$ cat config.mk
export PLATFORM = sky130hd
export DESIGN_NAME = host_uart_frame_control
export DESIGN_NICKNAME = d
export VERILOG_FILES = /design/src/include/uart_ctl_pkg.sv /design/src/include/uart_cfg_if.sv /design/src/rtl/uart_bit_timer.sv /design/src/rtl/uart_ctl_regs.sv /design/src/rtl/host_uart_frame_control.sv
export SDC_FILE = /design/constraint.sdc
export NUM_CORES = 1
export LEC_CHECK = 0
export BUFFER_PORTS_ARGS = -buffer_cell sky130_fd_sc_hd__buf_2
export CELL_PAD_IN_SITES_DETAIL_PLACEMENT = 1
export CELL_PAD_IN_SITES_GLOBAL_PLACEMENT = 2
export CORE_ASPECT_RATIO = 0.75
export CORE_MARGIN = 8
export CORE_UTILIZATION = 33
export DETAILED_ROUTE_END_ITERATION = 7
export GPL_ROUTABILITY_DRIVEN = 0
export HOLD_SLACK_MARGIN = 0.1
export PLACE_DENSITY_LB_ADDON = 0.1
export REMOVE_ABC_BUFFERS = 1
export SYNTH_ARGS = -nofsm -noshare
export SYNTH_HDL_FRONTEND = slang
export SYNTH_SLANG_ARGS = --single-unit
$ cat constraint.sdc
create_clock -name CLOCK -period 2.9 [get_ports CLOCK]
set_input_delay 0 -clock CLOCK [delete_from_list [all_inputs] [get_ports CLOCK]]
set_output_delay 0 -clock CLOCK [all_outputs]
set_load 0.03 [all_outputs]
$ cat src/include/uart_ctl_pkg.sv
// package: register map, field positions, reset values and modes of the uart control block
package uart_ctl_pkg;

    localparam logic [11:0] CTRL_OFFSET     = 12'h0014;
    localparam logic [11:0] EVENT_OFFSET    = 12'h0024;
    localparam logic [11:0] STATUS_OFFSET   = 12'h0028;

    localparam int          EOF_LSB         = 21;
    localparam int          EOF_MSB         = 27;
    localparam int          KEEP_BIT        = 20;
    localparam int          MODE_LSB        = 18;
    localparam int          MODE_MSB        = 19;
    localparam int          WAKE_LSB        = 16;
    localparam int          WAKE_MSB        = 17;
    localparam int          REPLAY_BIT      = 15;
    localparam int          STOP_BIT        = 14;
    localparam int          TXINC_BIT       = 13;
    localparam int          DIV_MSB         = 12;

    localparam logic [31:0] CTRL_RESET      = 32'h0201_0000;
    localparam logic [31:0] CTRL_WMASK      = 32'h0FFF_FFFF;
    localparam logic [6:0]  EOF_RESET       = 7'h10;
    localparam logic [1:0]  WAKE_RESET      = 2'h1;

    typedef enum logic [1:0]
    {
        EST_OFF    = 2'b00,
        EST_AUTO   = 2'b01,
        EST_REPORT = 2'b10,
        EST_RSVD   = 2'b11
    } est_mode_t;

    typedef enum logic [1:0]
    {
        EV_ESTIMATE = 2'd0,
        EV_STANDBY  = 2'd1,
        EV_WAKE     = 2'd2
    } ev_bit_t;

    // divider used for transmit bit timing
    function automatic logic [13:0] tx_div(input logic [12:0] rx, input logic inc);
        tx_div = {1'b0, rx} + {13'h0000, inc};
    endfunction

endpackage

$ cat src/include/uart_cfg_if.sv
// interface: configuration fields passed from the register file to the datapath
interface uart_cfg_if;
    logic [6:0]  end_of_frame_gap_bits;
    logic        keep_estimation_byte;
    logic [1:0]  baud_estimator_mode;
    logic [1:0]  wakeup_lost_byte_count;
    logic        standby_wakeup_replay;
    logic        two_stop_bits;
    logic        tx_divider_increment;
    logic [12:0] rx_sample_divider;
    logic        est_valid;
    logic [12:0] est_divider;
    logic        est_apply;
    logic        replay_done;

    modport regs
    (
        output end_of_frame_gap_bits, keep_estimation_byte, baud_estimator_mode,
        output wakeup_lost_byte_count, standby_wakeup_replay, two_stop_bits,
        output tx_divider_increment, rx_sample_divider, est_apply,
        input  est_valid, est_divider, replay_done
    );
    modport core
    (
        input  end_of_frame_gap_bits, keep_estimation_byte, baud_estimator_mode,
        input  wakeup_lost_byte_count, standby_wakeup_replay, two_stop_bits,
        input  tx_divider_increment, rx_sample_divider, est_apply,
        output est_valid, est_divider, replay_done
    );
endinterface

$ cat src/rtl/uart_bit_timer.sv
// bit timer: one-cycle bit tick from a programmable clock divider
module uart_bit_timer
(
    input  wire logic        clk,
    input  wire logic        rst_n,
    input  wire logic        run,
    input  wire logic [13:0] divide,
    output logic             tick
);
    logic [13:0] count;
    logic [13:0] next_count;

    always_comb
    begin
        next_count = count;
        tick       = 1'b0;
        if (!run)
        begin
            next_count = 14'h0000;
        end
        else if (count >= divide)
        begin
            next_count = 14'h0000;
            tick       = 1'b1;
        end
        else
        begin
            next_count = count + 14'h0001;
        end
    end

    always_ff @(posedge clk or negedge rst_n)
    begin
        if (!rst_n)
            count <= 14'h0000;
        else
            count <= next_count;
    end
endmodule

$ cat src/rtl/uart_ctl_regs.sv
// apb register file for the uart control word and status
module uart_ctl_regs
(
    input  wire logic        clk,
    input  wire logic        rst_n,
    input  wire logic        psel,
    input  wire logic        penable,
    input  wire logic        pwrite,
    input  wire logic [11:0] paddr,
    input  wire logic [31:0] pwdata,
    output logic [31:0]      prdata,
    output logic             pslverr,
    input  wire logic [2:0]  events,
    input  wire logic [31:0] status,
    uart_cfg_if.regs         cfg
);
    logic [31:0] ctrl;
    logic [31:0] next_ctrl;
    logic [2:0]  sticky;
    logic [2:0]  next_sticky;
    logic        wr;
    logic        hit;

    assign wr  = psel && penable && pwrite;
    assign hit = paddr == uart_ctl_pkg::CTRL_OFFSET || paddr == uart_ctl_pkg::EVENT_OFFSET
                 || paddr == uart_ctl_pkg::STATUS_OFFSET;
    assign pslverr = psel && penable && !hit;

    always_comb
    begin
        next_ctrl   = ctrl;
        next_sticky = sticky;
        if (wr && paddr == uart_ctl_pkg::CTRL_OFFSET)
            next_ctrl = pwdata & uart_ctl_pkg::CTRL_WMASK;
        if (wr && paddr == uart_ctl_pkg::EVENT_OFFSET)
            next_sticky = sticky & ~pwdata[2:0];
        // estimate applied into the divider in auto mode only
        if (cfg.est_apply && cfg.est_valid)
            next_ctrl[uart_ctl_pkg::DIV_MSB:0] = cfg.est_divider;
        // replay control is single shot: cleared after use
        if (cfg.replay_done)
            next_ctrl[uart_ctl_pkg::REPLAY_BIT] = 1'b0;
        next_sticky = next_sticky | events;
    end

    always_ff @(posedge clk or negedge rst_n)
    begin
        if (!rst_n)
        begin
            ctrl   <= uart_ctl_pkg::CTRL_RESET;
            sticky <= 3'b000;
        end
        else
        begin
            ctrl   <= next_ctrl;
            sticky <= next_sticky;
        end
    end

    always_comb
    begin
        prdata = 32'h0000_0000;
        if (psel && paddr == uart_ctl_pkg::CTRL_OFFSET)
            prdata = ctrl;
        else if (psel && paddr == uart_ctl_pkg::EVENT_OFFSET)
            prdata = {29'h0000_0000, sticky};
        else if (psel && paddr == uart_ctl_pkg::STATUS_OFFSET)
            prdata = status;
    end

    assign cfg.end_of_frame_gap_bits  = ctrl[uart_ctl_pkg::EOF_MSB:uart_ctl_pkg::EOF_LSB];
    assign cfg.keep_estimation_byte   = ctrl[uart_ctl_pkg::KEEP_BIT];
    assign cfg.baud_estimator_mode    = ctrl[uart_ctl_pkg::MODE_MSB:uart_ctl_pkg::MODE_LSB];
    assign cfg.wakeup_lost_byte_count = ctrl[uart_ctl_pkg::WAKE_MSB:uart_ctl_pkg::WAKE_LSB];
    assign cfg.standby_wakeup_replay  = ctrl[uart_ctl_pkg::REPLAY_BIT];
    assign cfg.two_stop_bits          = ctrl[uart_ctl_pkg::STOP_BIT];
    assign cfg.tx_divider_increment   = ctrl[uart_ctl_pkg::TXINC_BIT];
    assign cfg.rx_sample_divider      = ctrl[uart_ctl_pkg::DIV_MSB:0];
    assign cfg.est_apply              = ctrl[uart_ctl_pkg::MODE_MSB:uart_ctl_pkg::MODE_LSB]
                                        == uart_ctl_pkg::EST_AUTO;
endmodule

$ cat src/rtl/host_uart_frame_control.sv
// top: uart framing, baud estimation and wakeup replay under the control word
//
// Function
// - end-of-frame gap is field plus one bits
// - bit 20 keeps or drops estimation byte
// - estimator mode: off, auto apply, report only
// - lost wakeup byte count, reset one
// - replay control injects lost wakeup bytes
// - replay happens once until re-armed
// - one or two stop bits framing
// - tx divider is rx divider plus increment
// - thirteen bit rx divider, reset zero
//
// The APB slave port was left to the implementer.
module host_uart_frame_control
(
    input  wire logic        CLOCK,
    input  wire logic        RST_N,
    input  wire logic        PSEL,
    input  wire logic        PENABLE,
    input  wire logic        PWRITE,
    input  wire logic [11:0] PADDR,
    input  wire logic [31:0] PWDATA,
    output logic [31:0]      PRDATA,
    output logic             PREADY,
    output logic             PSLVERR,
    input  wire logic        RXD,
    input  wire logic        RTS,
    input  wire logic        STANDBY_EXIT,
    output logic             TXD,
    input  wire logic        TX_VALID,
    input  wire logic [7:0]  TX_DATA,
    output logic             TX_READY,
    output logic             RX_VALID,
    output logic [7:0]       RX_DATA,
    output logic             RX_LOST,
    output logic             FRAME_END
);
    uart_cfg_if cfg ();

    // ************************************************************
    // pin synchronisers
    // ************************************************************
    logic [1:0] rxd_sync;
    logic [1:0] rts_sync;
    logic [1:0] sby_sync;
    logic       rxd;
    logic       rts_prev;
    logic       sby_prev;
    logic       sby_rise;
    logic       rts_rise;

    always_ff @(posedge CLOCK or negedge RST_N)
    begin
        if (!RST_N)
        begin
            rxd_sync <= 2'b11;
            rts_sync <= 2'b00;
            sby_sync <= 2'b00;
            rts_prev <= 1'b0;
            sby_prev <= 1'b0;
        end
        else
        begin
            rxd_sync <= {rxd_sync[0], RXD};
            rts_sync <= {rts_sync[0], RTS};
            sby_sync <= {sby_sync[0], STANDBY_EXIT};
            rts_prev <= rts_sync[1];
            sby_prev <= sby_sync[1];
        end
    end

    assign rxd      = rxd_sync[1];
    assign rts_rise = rts_sync[1] && !rts_prev;
    assign sby_rise = sby_sync[1] && !sby_prev;

    // ************************************************************
    // registers
    // ************************************************************
    logic [2:0]  events;
    logic [31:0] status;

    assign PREADY = 1'b1;

    uart_ctl_regs u_regs
    (
        .clk     (CLOCK),
        .rst_n   (RST_N),
        .psel    (PSEL),
        .penable (PENABLE),
        .pwrite  (PWRITE),
        .paddr   (PADDR),
        .pwdata  (PWDATA),
        .prdata  (PRDATA),
        .pslverr (PSLVERR),
        .events  (events),
        .status  (status),
        .cfg     (cfg)
    );

    // ************************************************************
    // bit timers
    // ************************************************************
    logic        rx_run;
    logic        rx_tick;
    logic        tx_run;
    logic        tx_tick;
    logic [13:0] tx_divide;

    assign tx_divide = uart_ctl_pkg::tx_div(cfg.rx_sample_divider, cfg.tx_divider_increment);

    uart_bit_timer u_rx_timer
    (
        .clk    (CLOCK),
        .rst_n  (RST_N),
        .run    (rx_run),
        .divide ({1'b0, cfg.rx_sample_divider}),
        .tick   (rx_tick)
    );

    uart_bit_timer u_tx_timer
    (
        .clk    (CLOCK),
        .rst_n  (RST_N),
        .run    (tx_run),
        .divide (tx_divide),
        .tick   (tx_tick)
    );

    // ************************************************************
    // receiver, estimation, gap and replay
    // ************************************************************
    typedef enum logic [1:0] {RX_IDLE, RX_DATA_ST, RX_STOP} rx_state_t;

    rx_state_t   rx_state;
    rx_state_t   next_rx_state;
    logic [3:0]  rx_bit;
    logic [3:0]  next_rx_bit;
    logic [7:0]  rx_shift;
    logic [7:0]  next_rx_shift;
    logic [7:0]  gap;
    logic [7:0]  next_gap;
    logic        est_first;
    logic        next_est_first;
    logic [12:0] est_cnt;
    logic [12:0] next_est_cnt;
    logic        est_valid;
    logic        next_est_valid;
    logic [12:0] est_div;
    logic [12:0] next_est_div;
    logic [1:0]  replay_left;
    logic [1:0]  next_replay_left;
    logic        rx_valid;
    logic        next_rx_valid;
    logic [7:0]  rx_data;
    logic [7:0]  next_rx_data;
    logic        lost;
    logic        next_lost;
    logic        frame_end;
    logic        next_frame_end;
    logic        replay_done;
    logic        est_on;

    // reserved mode counts as inactive
    assign est_on = cfg.baud_estimator_mode == uart_ctl_pkg::EST_AUTO
                    || cfg.baud_estimator_mode == uart_ctl_pkg::EST_REPORT;
    // timer held in reset while a start bit is seen, so each frame samples in its own phase
    assign rx_run = rx_state != RX_IDLE || (gap != 8'h00 && rxd);

    always_comb
    begin
        next_rx_state    = rx_state;
        next_rx_bit      = rx_bit;
        next_rx_shift    = rx_shift;
        next_gap         = gap;
        next_est_first   = est_first;
        next_est_cnt     = est_cnt;
        next_est_valid   = 1'b0;
        next_est_div     = est_div;
        next_replay_left = replay_left;
        next_rx_valid    = 1'b0;
        next_rx_data     = rx_data;
        next_lost        = 1'b0;
        next_frame_end   = 1'b0;
        replay_done      = 1'b0;
        if (!est_on)
            next_est_first = 1'b1;
        // replay armed at standby exit, used once
        if (sby_rise && cfg.standby_wakeup_replay)
        begin
            next_replay_left = cfg.wakeup_lost_byte_count;
            replay_done      = 1'b1;
        end
        else if (replay_left != 2'b00)
        begin
            next_replay_left = replay_left - 2'b01;
            next_rx_valid    = 1'b1;
            next_rx_data     = 8'h00;
        end
        unique case (rx_state)
            RX_IDLE:
            begin
                if (!rxd)
                begin
                    next_rx_state = RX_DATA_ST;
                    next_rx_bit   = 4'h0;
                    next_est_cnt  = 13'h0000;
                    next_gap      = 8'h00;
                end
                else if (rx_tick && gap != 8'h00)
                begin
                    // gap spans field plus one bit times
                    if (gap == {1'b0, cfg.end_of_frame_gap_bits} + 8'h01)
                    begin
                        next_frame_end = 1'b1;
                        next_gap       = 8'h00;
                    end
                    else
                        next_gap = gap + 8'h01;
                end
            end
            RX_DATA_ST:
            begin
                if (est_first && est_on && rxd == 1'b0)
                    next_est_cnt = est_cnt + 13'h0001;
                if (rx_tick)
                begin
                    next_rx_shift = {rxd, rx_shift[7:1]};
                    next_rx_bit   = rx_bit + 4'h1;
                    if (rx_bit == 4'h7)
                        next_rx_state = RX_STOP;
                end
            end
            RX_STOP:
            begin
                if (rx_tick)
                begin
                    next_rx_state = RX_IDLE;
                    next_gap      = 8'h01;
                    if (est_first && est_on)
                    begin
                        next_est_first = 1'b0;
                        next_est_valid = 1'b1;
                        next_est_div   = est_cnt;
                        next_rx_valid  = cfg.keep_estimation_byte;
                    end
                    else
                        next_rx_valid = 1'b1;
                    next_rx_data = rx_shift;
                    next_lost    = rxd == 1'b0;
                end
            end
            default:
                next_rx_state = RX_IDLE;
        endcase
    end

    always_ff @(posedge CLOCK or negedge RST_N)
    begin
        if (!RST_N)
        begin
            rx_state    <= RX_IDLE;
            rx_bit      <= 4'h0;
            rx_shift    <= 8'h00;
            gap         <= 8'h00;
            est_first   <= 1'b1;
            est_cnt     <= 13'h0000;
            est_valid   <= 1'b0;
            est_div     <= 13'h0000;
            replay_left <= 2'b00;
            rx_valid    <= 1'b0;
            rx_data     <= 8'h00;
            lost        <= 1'b0;
            frame_end   <= 1'b0;
        end
        else
        begin
            rx_state    <= next_rx_state;
            rx_bit      <= next_rx_bit;
            rx_shift    <= next_rx_shift;
            gap         <= next_gap;
            est_first   <= next_est_first;
            est_cnt     <= next_est_cnt;
            est_valid   <= next_est_valid;
            est_div     <= next_est_div;
            replay_left <= next_replay_left;
            rx_valid    <= next_rx_valid;
            rx_data     <= next_rx_data;
            lost        <= next_lost;
            frame_end   <= next_frame_end;
        end
    end

    assign cfg.est_valid   = est_valid;
    assign cfg.est_divider = est_div;
    assign cfg.replay_done = replay_done;
    assign events = {rts_rise, sby_rise, est_valid};
    assign status = {19'h0_0000, est_div};
    assign RX_VALID  = rx_valid;
    assign RX_DATA   = rx_data;
    assign RX_LOST   = lost;
    assign FRAME_END = frame_end;

    // ************************************************************
    // transmitter
    // ************************************************************
    logic [10:0] tx_shift;
    logic [10:0] next_tx_shift;
    logic [3:0]  tx_left;
    logic [3:0]  next_tx_left;

    assign tx_run   = tx_left != 4'h0;
    assign TX_READY = tx_left == 4'h0;
    assign TXD      = tx_shift[0];

    always_comb
    begin
        next_tx_shift = tx_shift;
        next_tx_left  = tx_left;
        if (TX_VALID && tx_left == 4'h0)
        begin
            next_tx_shift = {2'b11, TX_DATA, 1'b0};
            next_tx_left  = cfg.two_stop_bits ? 4'hB : 4'hA;
        end
        else if (tx_tick)
        begin
            next_tx_shift = {1'b1, tx_shift[10:1]};
            next_tx_left  = tx_left - 4'h1;
        end
    end

    always_ff @(posedge CLOCK or negedge RST_N)
    begin
        if (!RST_N)
        begin
            tx_shift <= 11'h7FF;
            tx_left  <= 4'h0;
        end
        else
        begin
            tx_shift <= next_tx_shift;
            tx_left  <= next_tx_left;
        end
    end
endmodule

# Word level (Yosys, flattened, before mapping)

Cells that the tools add are included.

Output and inout bits: 47
Flip-flop bits (word level): 145
Logic and storage cells: 159
Input port bits: 61

Eq/ne operators: 15
Reduce and logical (&&, ||, !) cells: 42
Add/subtract/negate cells: 9
Bitwise operators: 4
$lt $le $gt $ge: 2
Muxes and demuxes: 61

Operators with widths:

| kind                  | count |
|---|---|
| $mux 32               | 2 |
| $mux 8                | 8 |
| $mux 14               | 4 |
| $mux 13               | 4 |
| $add 14x1->14 const B | 2 |
| $pmux 13 s2           | 1 |
| $mux 1                | 25 |
| $eq 12x6->1 const B   | 2 |
| $mux 11               | 2 |
| $logic_and 1x1->1     | 17 |
| $mux 16               | 1 |
| $mux 4                | 4 |
| $pmux 8 s2            | 1 |
| $reduce_bool 2->1     | 8 |
| $add 13x1->14         | 1 |
| $ge 14x13->1          | 1 |
| $ge 14x14->1          | 1 |
| $add 13x1->13 const B | 1 |
| $eq 12x5->1 const B   | 1 |
| $mux 2                | 6 |
| $reduce_and 3->1      | 4 |
| $ne 2x2->1 const B    | 5 |
| $add 7x1->8 const B   | 1 |
| $add 8x1->8 const B   | 1 |
| other kinds (23)      | 30 |

# Longest topological paths before layout

Gate-level depths: netlist (run 1).

Word-level depth: 8
Gate-level depth with buffers: 15
Depth with buffers taken out: 14

# By module

Synthesis (run 1) repeated with hierarchy kept, for this count alone.

Cells, all modules: 802
Area, all modules: 8135.3 um2

By module, submodules not included:

| module                  | area an instance (um2) | seq. area each (um2) | times used | cells each |
|---|---|---|---|---|
| host_uart_frame_control | 4190.3                 | 2117.0               | 1          | 412 |
| uart_bit_timer          | 1071.0                 | 350.3                | 2          | 115 |
| uart_ctl_regs           | 1803.0                 | 778.2                | 1          | 160 |

# Worst setup path after synthesis (run 1)

No wires, ideal clock.

Path type: flip-flop to flip-flop
From: register u_regs.ctrl[0]
To: register tx_shift[2]
Buffers on the path: 1
Setup slack: 157 ps
Arrival: 2658 ps
Library setup time: 85 ps
Data required time: 2815 ps
Cell stages (with the launch flop): 14
Clock period less this slack: 2743 ps
Cells stage by stage: dfrtp_1 > ha_1 > nand4_1 > nor2_1 > nand3_1 > xnor2_1 > ha_1 > a21o_1 > a21o_1 > a21o_1 > a211oi_1 > o21ai_0 > clkbuf_1 > o221ai_1

Cells in the longest elaborated chain, start to end: 5

Ends and longest elaborated chain:

| element                     | line                           | source |
|---|---|---|
| start, declared             | uart_ctl_regs.sv:17            | `logic [31:0] ctrl;` |
| start signal, assigned      | uart_ctl_regs.sv:50            | `ctrl <= uart_ctl_pkg::CTRL_RESET;` |
| start signal, assigned      | uart_ctl_regs.sv:55            | `ctrl <= next_ctrl;` |
| $add 13x1->14               | uart_ctl_pkg.sv:42             | `tx_div = {1'b0, rx} + {13'h0000, inc};` |
| $ge 14x14->1                | uart_bit_timer.sv:21           | `else if (count >= divide)` |
| $mux 1                      | uart_bit_timer.sv:21           |  |
| $mux 1                      | uart_bit_timer.sv:17           | `if (!run)` |
| $reduce_bool 2->1 (no line) | -                              |  |
| end signal, assigned        | host_uart_frame_control.sv:341 | `tx_shift <= next_tx_shift;` |
| end, declared               | host_uart_frame_control.sv:307 | `logic [10:0] tx_shift;` |

No other way between the ends.
A chain may end at the register's enable or synchronous reset.

# Worst setup path in the final report (run 1)

From: register u_regs.ctrl[13]
To: register tx_left[0]

Cells in the longest elaborated chain, start to end: 5

Ends and longest elaborated chain:

| element                     | line                           | source |
|---|---|---|
| $add 13x1->14               | uart_ctl_pkg.sv:42             |  |
| $ge 14x14->1                | uart_bit_timer.sv:21           |  |
| $mux 1                      | uart_bit_timer.sv:21           |  |
| $mux 1                      | uart_bit_timer.sv:17           |  |
| $reduce_bool 2->1 (no line) | -                              |  |
| end signal, assigned        | host_uart_frame_control.sv:342 | `tx_left <= next_tx_left;` |
| end, declared               | host_uart_frame_control.sv:309 | `logic [3:0] tx_left;` |

No other way between the ends.

==> metrics.yaml, run 1 <==
timing:
  grt_setup_unrepaired: "yes"
  maxSlewHeadroom_pct: 59.5
  slew_violations: 0
  hold_viol: 0
  min_period_over_period_pct: 99.7
  layout_min_cycle_time_ps: 2890
  fin_hold_ws_ps: 102
  setup_tns_ps: 0
  worst_slack_ps: 8.25
  tightest_slew_ps: 606
  fin_worst_skew_ps: 10.8
  max_freq_mhz: 346
  setup_viol: 0
floorplanning:
  dieWidth_um: 194
  fp.dieArea_um2: 28900
  core_um2: 23100
  start_util_pct: 33.8
  ios: 108
  rows: 48
  die_h_um: 149
synthesis:
  yosys_register_bits: 143
  yosysSeqAreaShare_pct: 46.0
  synthTopCellsByCount: "129 x dfrtp_1, 78 x nand2_1, 71 x nor2_1, 47 x inv_1, 39 x ha_1"
  synth_cells: 777
  syn_area_per_cell_um2: 10.1
  synth.most_common_cell: "dfrtp_1"
  ys_warn_count: 0
  async_flop_share_pct: 100
  yosys.cell_types.count: 67
  synthDominantCellAreaShare_pct: 41.3
  muxShareOfSynthArea_pct: 8.15
  synth_flop_cell: "dfrtp_1"
  synth-simple-area-share_pct: 17.7
  syn_area_um2: 7810
  synth_compound_area_share_pct: 10.7
  synth_top_family_by_area: "simple AND/OR/NAND/NOR gates"
  synth_fa_ha_area_share_pct: 6.25
  synth_area_leaders: "dfrtp_1 41%, ha_1 6.2%, dfstp_2 4.7%"
  synth_edf_count: 0
  synth_xor_area_share_pct: 6.17
  yosys.area.top_type: "dfrtp_1"
global_routing:
  grt_max_degree: 60
  grt_pass1_vias: 6890
  antenna_found_initial: 0
  grt_pass1_wl_um: 37200
  gr-total-overflow: 0
  grt_use_total_pct: 16.0
place:
  port_buffers: 98
  place_area_um2: 8750
  place_hpwl_um: 16700
  post-place-ws_ps: -123
power_and_ir_drop:
  leakagePower_uw: 0.00506
  switching_share_pct: 24.2
  intPower_uw: 3570
  powerDensity_nw_per_um2: 467
  clkPwrFrac_pct: 49.3
  power_frac_seq_pct: 43.9
  peakVddDrop_uv: 398
  power_frac_comb_pct: 6.8
  p_switching_uw: 1140
  finalPower_uw: 4710
clock_network:
  cts_buffer_depth: 2
  root_buffer: "clkbuf_16"
  clkLatencyLatePin_ps: 430
  cts_sinks: 143
  tritoncts: "done"
  path_clk_slew_ps: 70
  numCtsBuffers: 17
  htree_levels: 4
final_layout:
  fillers: 2567
  synthToLayoutAreaGrowth_pct: 29.3
  nets: 1049
  layout-drive-gt1-share_pct: 26.9
  fin_area_um2: 10100
  antenna_cells: 0
setup_path:
  r2r_cells: 14
  crit_type: "flip-flop to flip-flop"
  cp.required_ps: 3220
  worstSetupEndpoint: "tx_left[0]$_DFFE_PN0P_"
  startpoint: "u_regs.ctrl[13]$_DFFE_PN0P_"
  cp.arrival_ps: 3210
  startpoint_type: "flip-flop"
  worstReg2RegEnd: "tx_left[0]$_DFFE_PN0P_"
  rrSetupSlack_ps: 8
  cp-end-kind: "flip-flop"
  worst_r2r_startpoint: "u_regs.ctrl[13]$_DFFE_PN0P_"
  path_max_fanout: 5
route:
  totalWireLength_um: 22800
  drc_errors: 0
  avgViaCountPerCell: 5.06
  first_pass_iters: 4
  drtIter0Drc: 318
  routedWlPerCell_um: 18.1
  via_count: 6387
  ant_nets: 0
hold_path:
  hp-class: "primary input to async pin"
status:
  outcome: "completed"
flow_run:
  cap_viol_max_count: 0
-- through the flow --
step | cells | util, %
floorplan | 745 | -
global placement | 1172 | 37.9
detailed placement | 1172 | 37.9
CTS | 1251 | 42.7
global route | 1262 | 43.7
finish | 1262 | 43.7
-- power by group through the flow --
| stage | Sequential [uW] | Combinational (uW) | Clock (uW) |
|---|---|---|---|
| floorplan | 2100 | 128 | 0 |
| global placement | 2100 | 261 | 0 |
| detailed placement | 2100 | 282 | 0 |
| CTS | 2070 | 327 | 2400 |
| global route | 2070 | 358 | 2460 |
| finish | 2070 | 320 | 2330 |
-- critical path, cell delays in order, from the launching register on --
cell	delay, ps
dfrtp_1	360
ha_2	200
nand4_1	160
nor2_2	230
nand3_2	120
xnor2_2	160
ha_1	320
a21o_1	160
a21o_1	170
a21o_1	180
a22oi_2	180
o21ai_2	90
buf_6	140
a32o_1	200
a21o_1	140
-- timing repair --
action / 4_1_cts / 5_1_grt
endpoints found under the setup margin: 22 / 40
gates resized for setup: 13 / 29
cloned: 1 / 2
pin swaps: 6 / 18
hold endpoints to repair: 152 / 0
setup buffers: 1 / 9
hold buffers: 45 / 0
-- state kept, by name, indices dropped and copies added, names as in the netlist, 3 cells and up --
name / flops
tx_shift: 9
tx_left: 4
est_cnt: 13
u_regs.sticky: 3
u_rx_timer.count: 14
u_tx_timer.count: 14
cfg.est_divider: 13
RX_DATA: 8
rx_shift: 8
u_regs.ctrl: 28
gap: 8
rx_bit: 4
-- cell families after synthesis --
| logic type | after synthesis |
|---|---|
| buffers and inverters | 82 |
| other | 2 |
| flip-flops | 143 |
| adder cells (fa/ha/maj) | 39 |
| XOR/XNOR | 55 |
| multiplexers | 59 |
| AO/OA/AOI/OAI | 118 |
| AND/OR/NAND/NOR | 279 |
-- per-layer routing --
layer	routed length [um]	global-route usage (%)
met3	939	3.83
met2	10200	25.0
met4	197	3.76
met5	0	0
met1	11400	22.1
-- worst min path at each step --
stage / startpoint / end / slack [ps]
6_report: RST_N / tx_left[0]$_DFFE_PN0P_ / 100
5_1_grt: TX_VALID / tx_shift[6]$_DFFE_PN1P_ / 140
4_1_cts: TX_VALID / tx_shift[6]$_DFFE_PN1P_ / 100
3_5_place_dp: RST_N / u_regs.ctrl[14]$_DFFE_PN0P_ / 10
3_3_place_gp: RST_N / u_regs.ctrl[8]$_DFFE_PN0P_ / 8
2_1_floorplan: RST_N / FRAME_END$_DFF_PN0_ / -300
-- cell usage in the layout, fill, tap and decap left out, types with 5 or more instances in the layout --
| cell | instances |
|---|---|
| dlygate4sd3_1 | 45 |
| xnor2_1 | 26 |
| and3_1 | 12 |
| o2bb2ai_1 | 5 |
| clkbuf_16 | 17 |
| mux2i_1 | 25 |
| dfrtp_1 | 127 |
| mux2_1 | 9 |
| nand3_1 | 33 |
| a22o_1 | 13 |
| nor2_1 | 67 |
| and2_1 | 17 |
| o21ai_2 | 5 |
| a22oi_1 | 6 |
| buf_2 | 98 |
| conb_1 | 5 |
| nand4_1 | 10 |
| ha_1 | 37 |
| a21o_1 | 14 |
| inv_1 | 47 |
| o21ai_0 | 25 |
| a21oi_1 | 18 |
| buf_4 | 33 |
| nand2_1 | 75 |
| xor2_1 | 27 |
| dfstp_2 | 14 |
| nand2b_1 | 8 |
| o221ai_1 | 5 |
| mux2_2 | 24 |
| nor3_1 | 17 |
-- final cells by class --
class | count | area [um2] | share of cell area, %
clock buffers | 18 | 439 | 4.35
clock inverters | 14 | 181 | 1.80
inverters | 47 | 176 | 1.75
multi-input cells | 556 | 4020 | 39.8
flip-flops and latches | 143 | 3600 | 35.6
well taps | 300 | 375 | 3.72
repair buffers | 184 | 1310 | 13.0
No activity file was read; power rests on OpenSTA's default activity.
==> run 2: changes to the inputs <==
--- a/config.mk
+++ b/config.mk
@@ -5,12 +5,13 @@
 export SDC_FILE = /design/constraint.sdc
 export NUM_CORES = 1
 export LEC_CHECK = 0
+export ABC_AREA = 1
 export BUFFER_PORTS_ARGS = -buffer_cell sky130_fd_sc_hd__buf_2
 export CELL_PAD_IN_SITES_DETAIL_PLACEMENT = 1
 export CELL_PAD_IN_SITES_GLOBAL_PLACEMENT = 2
-export CORE_ASPECT_RATIO = 0.75
+export CORE_ASPECT_RATIO = 1.2
 export CORE_MARGIN = 8
-export CORE_UTILIZATION = 33
+export CORE_UTILIZATION = 31
 export DETAILED_ROUTE_END_ITERATION = 7
 export GPL_ROUTABILITY_DRIVEN = 0
 export HOLD_SLACK_MARGIN = 0.1
==> run 2 against run 1 <==
Effect of this change:
- cell area grew 2.5%
- clock-buffer cell count grew 2
- setup slack gained 40 ps
- critical path type unchanged
- critical endpoint is now u_tx_timer.count[2]$_DFF_PN0_
==> metrics.yaml, run 2 <==
setup_path:
  cp-end-kind: "flip-flop"
  cp_common_cell: "nor3_4"
  crit_buf_inv: 3  # +2
  crit_type: "flip-flop to flip-flop"
  cp.arrival_ps: 3190  # -20 ps
  startpoint_type: "flip-flop"
  critPathTopFamily: "simple AND/OR/NAND/NOR gates"
  critPathMaxStageDelay_ps: 350  # about the same
  cp.required_ps: 3240  # +20 ps
  cp_cell_sequence: "ha_2 -> ha_4 -> nand2_4 -> nor3_4 -> nand2_2 -> nor3_4 -> nand3_1 -> xor2_1 -> inv_1 -> ha_1 -> nand2_2 -> nor3_4 -> nand4_1 -> buf_4 -> nand4_1 -> buf_12 -> nor3b_1"
  crit_slowest_cell: "dfrtp_1"
  path_max_fanout: 13  # +8
place:
  post-place-ws_ps: -275  # -153 ps
  port_buffers: 98  # unchanged
  dp_cells: 1440  # +23%
  place_hpwl_um: 17700  # +6.1%
clock_network:
  htree_levels: 4  # unchanged
  numCtsBuffers: 17  # unchanged
  cts_sinks: 143  # unchanged
  clkLatencyLatePin_ps: 440  # about the same
  root_buffer: "clkbuf_16"
  path_clk_slew_ps: 70  # about the same
  cts_buffer_depth: 2  # unchanged
  tritoncts: "done"
synthesis:
  synth.most_common_cell: "nand2_1"
  yosys.cell_types.count: 47  # -30%
  async_flop_share_pct: 100  # unchanged
  synthTopCellsByCount: "227 x nand2_1, 152 x inv_1, 129 x dfrtp_1, 104 x nand3_1, 99 x nor2_1"
  synth_flop_cell: "dfrtp_1"
  syn_area_per_cell_um2: 7.96  # -21%
  synth_area_leaders: "dfrtp_1 40%, nand2_1 11%, inv_1 7.1%"
  synth_cells: 1014  # +31%
  syn_area_um2: 8070  # +3.4%
  yosysSeqAreaShare_pct: 44.5  # -1.5 points
  synth_edf_count: 0  # unchanged
  yosys.area.top_type: "dfrtp_1"
  synthDominantCellAreaShare_pct: 40.0  # -1.3 points
  ys_warn_count: 0  # unchanged
  yosys_register_bits: 143  # unchanged
route:
  first_pass_iters: 4  # unchanged
  via_count: 7138  # +12%
  drtIter0Drc: 292  # -8.2%
  routedWlPerCell_um: 15.5  # -14%
  drc_errors: 0  # unchanged
  ant_nets: 0  # unchanged
  avgViaCountPerCell: 4.67  # -7.6%
  totalWireLength_um: 23700  # +4.1%
global_routing:
  grt_use_total_pct: 15.9  # -0.10 points
  grt_pass1_vias: 7609  # +10%
  antenna_found_initial: 0  # unchanged
  grt_pass1_wl_um: 39300  # +5.7%
  grt_max_degree: 64  # +6.7%
  gr-total-overflow: 0  # unchanged
power_and_ir_drop:
  powerDensity_nw_per_um2: 567  # +21%
  peakVddDrop_uv: 314  # -21%
  switching_share_pct: 28.4  # +4.2 points
  leakagePower_uw: 0.00544  # +7.6%
  power_frac_comb_pct: 17.6  # +11 points
  intPower_uw: 4200  # +18%
  p_switching_uw: 1670  # +46%
  clkPwrFrac_pct: 42.3  # -7.0 points
  power_frac_seq_pct: 40.2  # -3.7 points
timing:
  layout_min_cycle_time_ps: 2850  # -39.9 ps
  slew_violations: 0  # unchanged
  fin_worst_skew_ps: 11.9  # +1.03 ps
  min_period_over_period_pct: 98.3  # -1.4 points
  hold_viol: 0  # unchanged
  max_freq_mhz: 351  # +1.4%
  worst_slack_ps: 48.2  # +39.9 ps
  grt_setup_unrepaired: "yes"
  fin_hold_ws_ps: 97.7  # -4.70 ps
  setup_tns_ps: 0  # unchanged
  setup_viol: 0  # unchanged
  maxSlewHeadroom_pct: 51.5  # -7.9 points
  tightest_slew_ps: 725  # +119 ps
status:
  outcome: "completed"
final_layout:
  layout_commonest_cell: "nand2_1"
  top_regs: "u_regs.ctrl x28, u_rx_timer.count x14, u_tx_timer.count x14"
  final_cell_mix: "223 x nand2_1, 152 x inv_1, 129 x dfrtp_1, 99 x nor2_1, 97 x buf_2"
  synthToLayoutAreaGrowth_pct: 28.2
  fillers: 3061  # +19%
  regMostFlops: "u_regs.ctrl"
  antenna_cells: 0  # unchanged
  largest_reg_flops: 28  # unchanged
  multi_input_area_um2: 3860  # -3.9%
  layout-drive-gt1-share_pct: 19.0  # -7.9 points
  nets: 1284  # +22%
  seqCellArea_um2: 3600  # about the same
  instances_no_fill: 1527  # +21%
floorplanning:
  rows: 64  # +33%
  dieWidth_um: 163  # -16%
  ios: 108  # unchanged
  fp.dieArea_um2: 31500  # +8.9%
  start_util_pct: 31.6  # -2.2 points
  die_h_um: 193  # +29%
  core_um2: 25500  # +10%
hold_path:
  hp-class: "primary input to async pin"
flow_run:
  cap_viol_max_count: 0  # unchanged
==> run 2: cell types whose count changed after synthesis, moves of 24 or more <==
cell     change
inv_1      +105
mux2_2      -24
mux2i_1     -25
nand2_1    +149
nand3_1     +69
nor2_1      +28
o21ai_0     +27
==> run 2: worst reg2reg max path: cells and delay by family, from the launching register on <==
kind	cells	cell delay [ps]
and+or+nand+nor	10	1260
buffers and inverters	3	370
xor gates and xnor gates	1	140
adders and majority gates	3	660
DFF	1	350
==> run 2: layout make-up <==
type	count	area share, %
Inverter	155	5.62
Multi-Input combinational cell	692	37.3
Sequential cell	143	34.7
Clock inverter	12	2.01
Clock buffer	20	4.32
Tap cell	330	3.99
Timing Repair Buffer	175	12.0
==> run 2: worst paths after layout <==
| path | from | to | slack (ps) | cells past startpoint |
|---|---|---|---|---|
| worst max-delay path | u_regs.ctrl[0]$_DFFE_PN0P_ | u_tx_timer.count[2]$_DFF_PN0_ | 50 | 17 |
| worst min-delay path | RST_N | rx_shift[1]$_DFFE_PN0P_ | 100 | 2 |
| worst max register to register | u_regs.ctrl[0]$_DFFE_PN0P_ | u_tx_timer.count[2]$_DFF_PN0_ | 50 | 17 |
| worst min register to register | rts_sync[0]$_DFF_PN0_ | rts_sync[1]$_DFF_PN0_ | 350 | 0 |
| max in group asynchronous | RST_N | est_first$_DFF_PN1_ | 1950 | 3 |
| min in group CLOCK | PADDR[2] | u_regs.sticky[2]$_DFF_PN0_ | 140 | 6 |
==> run 2: power groups by stage <==
stage	logic [uW]	clock network, uW	registers (uW)
CTS	1030	2550	2350
floorplan	572	0	2380
global route	1180	2630	2390
detailed placement	965	0	2390
global placement	935	0	2390
finish	1030	2480	2360
==> run 2: kinds of logic (layout without fill, tap and decap cells) <==
logic type                 after synthesis  in the layout  share of synthesized area [%]
DFF                                    143            143                           44.5
AOI/OAI and AO/OA                      122            122                           9.04
other                                    2              5                         0.0930
adders and majority gates               39             39                           6.04
buffers and inverters                  182            362                           9.39
xor gates and xnor gates                37             37                           4.01
and+or+nand+nor                        489            489                           26.9
==> run 2: through the flow <==
stage / instance area [um2] / power [uW] / util (%)
after floorplan: 7910 / 2950 / -
after global placement: 9010 / 3330 / 35.3
after detailed placement: 9010 / 3350 / 35.3
after CTS: 10200 / 5930 / 39.9
after global routing: 10300 / 6200 / 40.5
final: 10300 / 5870 / 40.5
==> run 2: layer usage <==
metal / wire length [um] / global-route usage (%) / vias to the layer above
met5: 0 / 0 / -
met4: 389 / 5.05 / 0
met3: 644 / 3.07 / 24
met2: 12100 / 28.0 / 71
met1: 10600 / 19.0 / 3451
li1: - / - / 3592
==> run 2: repair_timing <==
item | in CTS | in global routing
resized for setup | 4 | 28
hold buffers | 47 | 0
hold endpoints to repair | 148 | 0
pin swaps | 2 | 17
buffers inserted | 4 | 4
endpoints found under the setup margin | 27 | 29
